===== src/include/rs_regs.svh =====
// Purpose: Register offsets, field positions and timing counts of the reset sequencer
// Assumes: APB with 32-bit data, one aligned word per register
// Notes: Timing counts are in reference clock falling edges
`ifndef RS_REGS_SVH
`define RS_REGS_SVH

// Register byte offsets
`define RS_OFF_CAUSE 8'h00
`define RS_OFF_CONFIG 8'h04
`define RS_OFF_IRQ_EN 8'h08
`define RS_OFF_STATUS 8'h0c

// Reset cause register bits
`define RS_CAUSE_POWER 7
`define RS_CAUSE_PIN 6
`define RS_CAUSE_WDOG 5
`define RS_CAUSE_OPCODE 4
`define RS_CAUSE_FETCH 3
`define RS_CAUSE_UV 1

// Config register bits
`define RS_CFG_SLEEP_EN 0
`define RS_CFG_SHORT_WAKE 1
`define RS_CFG_RESET 2'h0

// Stabilisation counter
`define RS_CNT_W 13
`define RS_CNT_LONG 13'h1000
`define RS_CNT_SHORT 13'h0020
`define RS_CNT_ALL 13'h1fff
`define RS_SVC_MASK 13'h000f

// Phase counts while the pin is driven and after it is released
`define RS_PH_W 7
`define RS_HOLD_LONG 7'h40
`define RS_HOLD_SHORT 7'h20
`define RS_DRIVE_LEN 7'h20

// Watchdog counter
`define RS_WDOG_W 8
`define RS_WDOG_ALL 8'hff

// Interrupts
`define RS_IRQ_N 8
`define RS_VEC_W 4
`define RS_VEC_RESET 4'hf
`define RS_VEC_TRAP 4'he
`define RS_VEC_NONE 4'h0
`define RS_VEC_BASE 4'h1

// Synchronised pins: ref clock, reset pin, power-up, undervoltage, high volt rst, high volt irq
`define RS_SYNC_N 6
`define RS_SY_OSC 0
`define RS_SY_PIN 1
`define RS_SY_POR 2
`define RS_SY_UV 3
`define RS_SY_HVRST 4
`define RS_SY_HVIRQ 5

`endif


===== src/include/rs_pkg.sv =====
// Purpose: Types of the reset sequencer
// Assumes: rs_regs.svh gives the widths
// Notes: Whole module state is one packed struct
`include "rs_regs.svh"

package rs_pkg;

	typedef enum logic [2:0] {
		SQ_POWER,
		SQ_DRIVE,
		SQ_HOLD,
		SQ_EXT,
		SQ_RUN,
		SQ_SLEEP,
		SQ_WAKE
	} rs_seq_t;

	typedef struct packed {
		logic [`RS_SYNC_N-1:0] sy1;
		logic [`RS_SYNC_N-1:0] sy2;
		logic osc_d;
		rs_seq_t sq;
		logic [`RS_CNT_W-1:0] cnt;
		logic [`RS_PH_W-1:0] ph;
		logic long_hold;
		logic short_wake;
		logic [`RS_WDOG_W-1:0] wdog;
		logic [7:0] cause;
		logic [1:0] cfg;
		logic [`RS_IRQ_N-1:0] irq_en;
		logic latched;
		logic [`RS_VEC_W-1:0] vec;
		logic int_take;
		logic stack_pc_cur;
		logic restore;
		logic internal_reset;
		logic pin_oe;
		logic cpu_clk_en;
		logic mod_clk_en;
		logic bus_src_clk_en;
		logic pready;
		logic pslverr;
		logic [31:0] prdata;
	} rs_state_t;

endpackage


===== src/verilog/rs_sequencer.sv =====
// Purpose: Reset sequencing, stabilisation counter, watchdog and interrupt arbitration
// Assumes: pclk 25 MHz; reference clock and pins are asynchronous and synchronised here
// Notes: Reference clock falling edges are detected after a two-flop synchroniser
// Functional notes
// RULE1 - Power-up holds reset pin low 4096 ticks
// RULE2 - Then 64 more ticks before CPU release
// RULE3 - Power-up: reset on, bus clock, CPU clocks off
// RULE4 - Power-up sets its flag, clears others
// RULE5 - Watchdog overflow resets, sets watchdog flag
// RULE6 - Internal resets drive reset pin low
// RULE7 - Top write clears watchdog, counter bits 12:4
// RULE8 - 13-bit counter on falling ref edge, clocks watchdog
// RULE9 - Watchdog disabled only by high-voltage pin logic
// RULE10 - Illegal instruction sets flag and resets
// RULE11 - Sleep with option clear is illegal opcode
// RULE12 - Only opcode fetch from unmapped address resets
// RULE13 - Undervoltage: flag, pin 4096, release 64 later
// RULE14 - Sleep instruction clears the counter
// RULE15 - Wake delay 32 or 4096 by option
// RULE16 - External pin reset keeps counter; internal clears
// RULE17 - Counter runs freely after every reset
// RULE18 - Entry stacks and masks; return restores
// RULE19 - Latched interrupt holds until serviced or unmasked
// RULE20 - Check at instruction end, mask and enable
// RULE21 - Highest priority first; pending served at return
// RULE22 - Software trap ignores mask, stacks current PC
// RULE23 - Resets equal priority above all interrupts; code orders power-up/undervoltage, then internal, then pin
// RULE24 - Internal reset: pin 32 ticks, then 32 more
// RULE25 - Every reset: internal reset, defaults, reset vector
// RULE26 - Reading cause register clears its flags
`timescale 1ns/100ps
`include "rs_regs.svh"

module rs_sequencer
	import rs_pkg::*;
(
	// System
	input wire logic pclk,
	input wire logic presetn,
	input wire logic ce,
	// APB slave
	input wire logic psel,
	input wire logic penable,
	input wire logic pwrite,
	input wire logic [7:0] paddr,
	input wire logic [31:0] pwdata,
	output logic [31:0] prdata,
	output logic pready,
	output logic pslverr,
	// Asynchronous pins and monitors
	input wire logic osc_reference_clock,
	input wire logic reset_pin_in,
	output logic reset_pin_out,
	output logic reset_pin_oe,
	input wire logic power_up_pulse,
	input wire logic undervoltage_in,
	input wire logic hv_reset_pin,
	input wire logic hv_irq_pin,
	// CPU side, same clock
	input wire logic monitor_mode,
	input wire logic break_state,
	input wire logic top_write,
	input wire logic bad_opcode,
	input wire logic sleep_exec,
	input wire logic wake_req,
	input wire logic opcode_fetch,
	input wire logic unmapped_access,
	input wire logic insn_done,
	input wire logic trap_exec,
	input wire logic rti_exec,
	input wire logic int_ack,
	input wire logic global_mask,
	input wire logic [`RS_IRQ_N-1:0] irq_req,
	// Reset and clock control
	output logic internal_reset,
	output logic cpu_clk_en,
	output logic mod_clk_en,
	output logic bus_source_clock_en,
	// Interrupt control
	output logic int_take,
	output logic [`RS_VEC_W-1:0] vector_sel,
	output logic stack_pc_cur,
	output logic restore_req,
	output logic set_global_mask
);

	rs_state_t s_r;
	rs_state_t s_nxt;

	// Lowest index wins; used for vector choice only, the pending check is pend != 0
	function automatic logic [`RS_VEC_W-1:0] pick(input logic [`RS_IRQ_N-1:0] req);
		logic [`RS_VEC_W-1:0] v;
		v = `RS_VEC_NONE;
		for (int i = `RS_IRQ_N - 1; i >= 0; i--) begin
			if (req[i]) begin
				v = `RS_VEC_BASE + i[`RS_VEC_W-1:0];
			end
		end
		return v;
	endfunction

	function automatic logic hit(input logic [7:0] a, input logic [7:0] off);
		return a == off;
	endfunction

	logic tick;
	logic ovf;
	logic wdog_off;
	logic wdog_ovf;
	logic opcode_err;
	logic fetch_err;
	logic por_evt;
	logic uv_evt;
	logic ext_evt;
	logic int_evt;
	logic in_reset;
	logic setup;
	logic access;
	logic mapped;
	logic [`RS_IRQ_N-1:0] pend;
	logic [7:0] cause_set;

	always_comb begin
		s_nxt = s_r;
		tick = s_r.osc_d & ~s_r.sy2[`RS_SY_OSC]; // [RULE8]
		ovf = tick && s_r.cnt == `RS_CNT_ALL;
		// Pure gating of pin levels, so noise cannot latch a disable
		wdog_off = (monitor_mode & (s_r.sy2[`RS_SY_HVRST] | s_r.sy2[`RS_SY_HVIRQ]))
			| (break_state & s_r.sy2[`RS_SY_HVRST]); // [RULE9]
		wdog_ovf = ovf && !wdog_off && s_r.wdog == `RS_WDOG_ALL; // [RULE5]
		in_reset = s_r.sq != SQ_RUN && s_r.sq != SQ_SLEEP && s_r.sq != SQ_WAKE;
		opcode_err = !in_reset && (bad_opcode
			|| (sleep_exec && !s_r.cfg[`RS_CFG_SLEEP_EN])); // [RULE10] [RULE11]
		fetch_err = !in_reset && unmapped_access && opcode_fetch; // [RULE12]
		por_evt = s_r.sy2[`RS_SY_POR];
		uv_evt = s_r.sy2[`RS_SY_UV] && s_r.sq != SQ_POWER;
		ext_evt = s_r.sq == SQ_RUN && !s_r.sy2[`RS_SY_PIN];
		int_evt = wdog_ovf || opcode_err || fetch_err;
		setup = psel && !penable;
		access = psel && penable && s_r.pready;
		mapped = hit(paddr, `RS_OFF_CAUSE) || hit(paddr, `RS_OFF_CONFIG)
			|| hit(paddr, `RS_OFF_IRQ_EN) || hit(paddr, `RS_OFF_STATUS);
		pend = irq_req & s_r.irq_en;
		cause_set = '0;

		// Pin synchronisers
		s_nxt.sy1 = {hv_irq_pin, hv_reset_pin, undervoltage_in, power_up_pulse,
			reset_pin_in, osc_reference_clock};
		s_nxt.sy2 = s_r.sy1;
		s_nxt.osc_d = s_r.sy2[`RS_SY_OSC];

		// Counter free-runs; prescales the watchdog
		if (tick) begin
			s_nxt.cnt = s_r.cnt + 1'b1; // [RULE17]
		end
		if (ovf && !wdog_off) begin
			s_nxt.wdog = s_r.wdog + 1'b1; // [RULE8]
		end
		if (top_write && !in_reset) begin
			s_nxt.cnt = s_nxt.cnt & `RS_SVC_MASK; // [RULE7]
			s_nxt.wdog = '0; // [RULE7]
		end
		if (tick && s_r.ph != '0) begin
			s_nxt.ph = s_r.ph - 1'b1;
		end

		// Sequencer
		unique case (s_r.sq)
			SQ_POWER: begin
				if (s_r.cnt >= `RS_CNT_LONG) begin
					s_nxt.sq = SQ_HOLD; // [RULE1] [RULE13]
					s_nxt.ph = `RS_HOLD_LONG; // [RULE2]
				end
			end
			SQ_DRIVE: begin
				if (tick && s_r.ph == 7'h01) begin
					s_nxt.sq = SQ_HOLD;
					s_nxt.ph = `RS_HOLD_SHORT; // [RULE24]
				end
			end
			SQ_HOLD: begin
				if (s_r.ph == '0) begin
					s_nxt.sq = SQ_RUN;
				end
			end
			SQ_EXT: begin
				if (s_r.sy2[`RS_SY_PIN]) begin
					s_nxt.sq = SQ_HOLD;
					s_nxt.ph = `RS_HOLD_LONG;
				end
			end
			SQ_RUN: begin
				if (sleep_exec && s_r.cfg[`RS_CFG_SLEEP_EN]) begin
					s_nxt.sq = SQ_SLEEP;
				end
			end
			SQ_SLEEP: begin
				s_nxt.cnt = '0; // [RULE14]
				s_nxt.wdog = s_r.wdog;
				if (wake_req) begin
					s_nxt.sq = SQ_WAKE;
					s_nxt.short_wake = s_r.cfg[`RS_CFG_SHORT_WAKE]; // [RULE15]
				end
			end
			SQ_WAKE: begin
				if (s_r.cnt >= (s_r.short_wake ? `RS_CNT_SHORT : `RS_CNT_LONG)) begin
					s_nxt.sq = SQ_RUN; // [RULE15]
				end
			end
		endcase

		// Resets are taken in order power-up/undervoltage, internal, pin, ahead of any interrupt
		if (por_evt || uv_evt) begin
			s_nxt.sq = SQ_POWER;
			s_nxt.cnt = '0; // [RULE16]
			s_nxt.wdog = '0;
			cause_set[`RS_CAUSE_UV] = uv_evt && !por_evt; // [RULE13]
		end else if (int_evt) begin
			s_nxt.sq = SQ_DRIVE; // [RULE6] [RULE23]
			s_nxt.ph = `RS_DRIVE_LEN; // [RULE24]
			s_nxt.cnt = '0; // [RULE16]
			s_nxt.wdog = '0;
			cause_set[`RS_CAUSE_WDOG] = wdog_ovf; // [RULE5]
			cause_set[`RS_CAUSE_OPCODE] = opcode_err; // [RULE10]
			cause_set[`RS_CAUSE_FETCH] = fetch_err; // [RULE12]
		end else if (ext_evt) begin
			s_nxt.sq = SQ_EXT; // Counter untouched [RULE16]
			cause_set[`RS_CAUSE_PIN] = 1'b1;
		end

		// APB: no wait cycle, answer registered at setup
		s_nxt.pready = setup;
		if (setup) begin
			s_nxt.pslverr = !mapped;
			s_nxt.prdata = '0;
			if (hit(paddr, `RS_OFF_CAUSE)) begin
				s_nxt.prdata[7:0] = s_r.cause;
			end
			if (hit(paddr, `RS_OFF_CONFIG)) begin
				s_nxt.prdata[1:0] = s_r.cfg;
			end
			if (hit(paddr, `RS_OFF_IRQ_EN)) begin
				s_nxt.prdata[`RS_IRQ_N-1:0] = s_r.irq_en;
			end
			if (hit(paddr, `RS_OFF_STATUS)) begin
				s_nxt.prdata[`RS_CNT_W-1:0] = s_r.cnt;
				s_nxt.prdata[18:16] = s_r.sq;
				s_nxt.prdata[31:24] = s_r.wdog;
			end
		end else if (!psel) begin
			s_nxt.pslverr = 1'b0;
		end
		if (access && pwrite && hit(paddr, `RS_OFF_CONFIG)) begin
			s_nxt.cfg = pwdata[1:0];
		end
		if (access && pwrite && hit(paddr, `RS_OFF_IRQ_EN)) begin
			s_nxt.irq_en = pwdata[`RS_IRQ_N-1:0];
		end
		if (access && !pwrite && hit(paddr, `RS_OFF_CAUSE)) begin
			s_nxt.cause = '0; // [RULE26]
		end
		// New cause beats a read clear in the same cycle
		s_nxt.cause = s_nxt.cause | cause_set;
		if (por_evt) begin
			s_nxt.cause = 8'h00;
			s_nxt.cause[`RS_CAUSE_POWER] = 1'b1; // [RULE4]
		end

		// Interrupt arbitration
		s_nxt.int_take = 1'b0;
		s_nxt.restore = !in_reset && rti_exec; // [RULE18]
		if (s_r.latched && (int_ack || !global_mask)) begin
			s_nxt.latched = 1'b0; // [RULE19]
		end
		if (!in_reset && insn_done && !s_r.latched) begin // [RULE20]
			if (trap_exec) begin
				s_nxt.int_take = 1'b1; // [RULE22]
				s_nxt.latched = 1'b1;
				s_nxt.vec = `RS_VEC_TRAP;
				s_nxt.stack_pc_cur = 1'b1; // [RULE22]
			end else if (!global_mask && pend != '0) begin
				s_nxt.int_take = 1'b1; // [RULE18]
				s_nxt.latched = 1'b1; // [RULE19]
				s_nxt.vec = pick(pend); // [RULE21]
				s_nxt.stack_pc_cur = 1'b0;
			end
		end

		// Interrupt enables, latch, take, restore and vector return to defaults in reset
		if (s_nxt.sq == SQ_POWER || s_nxt.sq == SQ_DRIVE || s_nxt.sq == SQ_HOLD
			|| s_nxt.sq == SQ_EXT) begin
			s_nxt.irq_en = '0; // [RULE25]
			s_nxt.latched = 1'b0;
			s_nxt.int_take = 1'b0; // [RULE23]
			s_nxt.restore = 1'b0;
			s_nxt.vec = `RS_VEC_RESET; // [RULE25]
		end

		// Outputs follow the next sequencer state
		s_nxt.internal_reset = s_nxt.sq == SQ_POWER || s_nxt.sq == SQ_DRIVE
			|| s_nxt.sq == SQ_HOLD || s_nxt.sq == SQ_EXT; // [RULE25]
		s_nxt.pin_oe = s_nxt.sq == SQ_POWER || s_nxt.sq == SQ_DRIVE; // [RULE1] [RULE6]
		s_nxt.cpu_clk_en = s_nxt.sq == SQ_RUN; // [RULE2]
		s_nxt.mod_clk_en = s_nxt.sq != SQ_POWER && s_nxt.sq != SQ_SLEEP
			&& s_nxt.sq != SQ_WAKE; // [RULE3]
		s_nxt.bus_src_clk_en = s_nxt.sq != SQ_SLEEP; // [RULE3]

		if (!ce) begin
			s_nxt = s_r;
		end
	end

	always_ff @(posedge pclk or negedge presetn) begin
		if (!presetn) begin
			s_r <= '0;
			s_r.sq <= SQ_POWER; // [RULE3]
			s_r.cause <= 8'h80; // [RULE4]
			s_r.cfg <= `RS_CFG_RESET;
			s_r.vec <= `RS_VEC_RESET;
			s_r.internal_reset <= 1'b1;
			s_r.pin_oe <= 1'b1;
			s_r.bus_src_clk_en <= 1'b1;
		end else begin
			s_r <= s_nxt;
		end
	end

	assign prdata = s_r.prdata;
	assign pready = s_r.pready;
	assign pslverr = s_r.pslverr;
	assign reset_pin_out = 1'b0;
	assign reset_pin_oe = s_r.pin_oe;
	assign internal_reset = s_r.internal_reset;
	assign cpu_clk_en = s_r.cpu_clk_en;
	assign mod_clk_en = s_r.mod_clk_en;
	assign bus_source_clock_en = s_r.bus_src_clk_en;
	assign int_take = s_r.int_take;
	assign vector_sel = s_r.vec;
	assign stack_pc_cur = s_r.stack_pc_cur;
	assign restore_req = s_r.restore;
	assign set_global_mask = s_r.int_take;
endmodule


===== config.mk =====
export PLATFORM = sky130hd
export DESIGN_NAME = rs_sequencer
export DESIGN_NICKNAME = d
export VERILOG_FILES = /design/src/include/rs_pkg.sv /design/src/verilog/rs_sequencer.sv
export VERILOG_INCLUDE_DIRS = /design/src /design/src/include
export SDC_FILE = /design/constraint.sdc
export NUM_CORES = 1
export LEC_CHECK = 0
export ABC_AREA = 1
export ABC_CLOCK_PERIOD_IN_PS = 2960
export BUFFER_PORTS_ARGS = -buffer_cell sky130_fd_sc_hd__buf_2
export CORE_UTILIZATION = 45
export CTS_CLUSTER_DIAMETER = 40
export DETAILED_ROUTE_END_ITERATION = 7
export HOLD_SLACK_MARGIN = 0.08
export PLACE_DENSITY_LB_ADDON = 0.12
export SYNTH_ARGS = -nofsm -noshare
export SYNTH_HDL_FRONTEND = slang
export SYNTH_SLANG_ARGS = --single-unit

===== constraint.sdc =====
create_clock -name pclk -period 2.96 [get_ports pclk]
set_input_delay 0 -clock pclk [delete_from_list [all_inputs] [get_ports pclk]]
set_output_delay 0 -clock pclk [all_outputs]
set_load 0.05 [all_outputs]

==> run metrics <==
global-route wire length before repair 22.99 mm; Num Clock Sinks 100; RSZ-0062 raised after global routing false; DR WL met3 685 um; Area growth, synth to finish 17.96%; post-synthesis simple-gate area fraction 29.48%; kind of critical path flip-flop to flip-flop; hold path depth 4; Synth area leaders dfrtp_1, nand2_1, buf_4; num rows 40; yosys warns 0; Synth Area in XOR/XNOR 2.005%; Slew HR about half; predominant post-synthesis flop cell dfrtp_1; Post-DP HPWL 10.11 mm; Slew Viols, Final 0; largest family of logic cells by synthesized area simple AND/OR/NAND/NOR gates; status finished, final reports clean; CP max stage cell dfrtp_1; Post-DRT Antenna Nets 0; Mapped Cells 740; die width between 100 and 150 um; setup TNS 0 ns; CP max stage delay 0.42 ns; Required @ worst endpoint around 3.2 ns; most frequent CP cell nand2_1; Net count, final 907; post-synthesis cell area 0.005678 mm^2; CP Depth 14; Crit path buffers/inverters 2; Post-synth EDFFs 0; CP Launch Type flip-flop; final core utilization 55.07%; Pre-antenna DRT Iters 5; Layout Cells excl Fill roughly 1000; Worst Max-Slew Pin Slew 0.7275 ns; FFs w/ async S/R, synth 100.0%; final setup fails 0; initial DRC count 379; vias in the first global route 4848; Vias 5115; initial core utilization 46.69%; share of the synthesized area in the top cell type roughly two fifths; DP Area 0.006037 mm^2; ANT cells 0; r2r startpoint s_r[82]; CP Cell Sequence ha_1, nand3_1, inv_2, nand2_2, nor2_4, nand4_2, nand2_2, inv_2, nand2_4, nor2_1, nand2_1, nand2_1, nand2_1, o21ai_0; CP startpoint s_r[82]; buffers added on ports 87; Peak Freq 0.4350 GHz; multiplexer share of the synthesized area 0.1983%; power density cells ~660 mW/mm^2; number of buffers created by CTS 9; final worst clock skew 0.007687 ns; Crit Path Max Fanout 11; share of layout cells above drive strength 1 17.45%; die area 0.01307 mm^2; Synth cell types 47; Final Cycle Share 77.66%; largest net degree at the start of global routing 58; DR vias/cell 5.120; wirelength, routed 14.11 mm; Clock Latency Late Sink 0.35 ns; Clock Pin Slew Worst Setup and Hold Paths 0.07 ns; number of cells on the worst reg-to-reg path 14; initial antenna violation count 0; commonest cells after routing, fill and taps aside nand2_1, dfrtp_1, buf_2, inv_1, nor2_1; met2 wire len 6.564 mm; final hold violations 0; register area share after synthesis 44.25%; worst vdd ir 0.4217 mV; htree depth 3; hold_sp insn_done; Synth Area per Inst 7.673 um^2; design area 0.006698 mm^2; compound-cell area share of the yosys netlist 11.39%; Setup crit end kind flip-flop; GR Overflow Total 0; Post-Synth Adder-Cell Area roughly 1.5%; WP data arrival 2.57 ns; Hold WC Path Type input pin to flip-flop; met1 WL 6.640 mm; die height 114.3 um; drt wl/cell 14.13 um; area leader, netlist dfrtp_1; Max-cap violations 0; DRC viols 0; core box area 0.01216 mm^2; commonest non-fill, non-tap cell in the layout nand2_1; CTS Buffer Depth 2; Top Ports 121; GP Congestion 0.8537; all-layer global routing usage 22.65%; Placed Cells ~950; CTS tree done; minimum clock period roughly 2.3 ns; CTS Root Cell clkbuf_16; Seq cells post-synth 100; standby leakage power 0.003315 uW; post-CTS setup buffer count 0; top sig layer met4; Worst path top cell family by delay simple AND/OR/NAND/NOR gates
## cells by family after synthesis
family          count (synthesis)
mux                             1
simple gates                  387
flops                         100
other cells                     1
buf+inv                       126
fa+ha+maj                       7
xor+xnor                       13
compound gates                105
## repair_timing
action                                 in CTS  in global routing
gates resized for setup                     0                  0
hold buffers                               32                  0
endpoints found under the hold margin      69                  0
## tightest hold or removal path, stage by stage
cell and delay, ns:
buf_2 0.09, nand3_1 0.11, o21ai_0 0.10, o211ai_1 0.09
## through the flow
stage	hold WS, ns	total power [uW]	setup WS (ns)
global placement	0.03127	3002	0.7388
floorplan	-0.2956	2699	1.131
finish	0.09129	4411	0.6614
global route	0.1094	4673	0.4296
CTS	0.08083	4432	0.6683
detailed placement	0.04007	3030	0.6797
## metal layers
layer  global-route usage (%)  up-vias
li1                         -     2537
met1                    30.50     2416
met2                    36.53      142
met3                    5.664       20
met4                    5.801        0
met5                        0        -
## area by class of cell
| class | instances | area, um^2 |
|---|---|---|
| clock buffer | 11 | 242.7 |
| clock inverter | 4 | 97.59 |
| fill | 1176 | 5464 |
| inverter | 71 | 266.5 |
| multi-input combinational | 522 | 2567 |
| sequential | 100 | 2512 |
| tap | 168 | 210.2 |
| timing repair buffer | 123 | 800.8 |
## Yosys cell counts, drive strengths merged, types with 2 or more instances
| library cell | n |
|---|---|
| nand4 | 17 |
| o211ai | 3 |
| inv | 71 |
| o221ai | 4 |
| and2 | 2 |
| nand3 | 52 |
| dfrtp | 92 |
| o21ai | 58 |
| o22ai | 9 |
| a22o | 3 |
| buf | 44 |
| nor2 | 60 |
| nand2 | 238 |
| o31ai | 10 |
| dfstp | 8 |
| nand3b | 3 |
| xor2 | 12 |
| a21oi | 9 |
| a31oi | 2 |
| clkbuf | 11 |
| nor3 | 13 |
| a21boi | 2 |
| ha | 7 |
## report_power, final
part | leakage, uW | switching (uW) | internal (uW)
registers | 0.00132 | 137 | 1550
logic | 0.00183 | 962 | 411
clock network | 0.000162 | 511 | 845
total | 0.00331 | 1610 | 2800
## registers in the layout, summed over array words and instances, names as in the netlist
| signal | cells |
|---|---|
| bus_source_clock_en | 1 |
| cpu_clk_en | 1 |
| int_take | 1 |
| internal_reset | 1 |
| mod_clk_en | 1 |
| por_evt | 1 |
| prdata | 24 |
| pready | 1 |
| pslverr | 1 |
| reset_pin_oe | 1 |
| restore_req | 1 |
| s_r | 61 |
| stack_pc_cur | 1 |
| vector_sel | 4 |
## worst paths after layout
kind / to / slack [ns]
setup / recovery: s_r[85] / 0.66
hold / removal: vector_sel[0] / 0.09
setup reg to reg: s_r[85] / 0.66
hold reg to reg: bus_source_clock_en / 0.47
max in group asynchronous: vector_sel[2] / 2.03
min in group asynchronous: prdata[8] / 0.18
No activity file was read; power rests on OpenSTA's default activity.
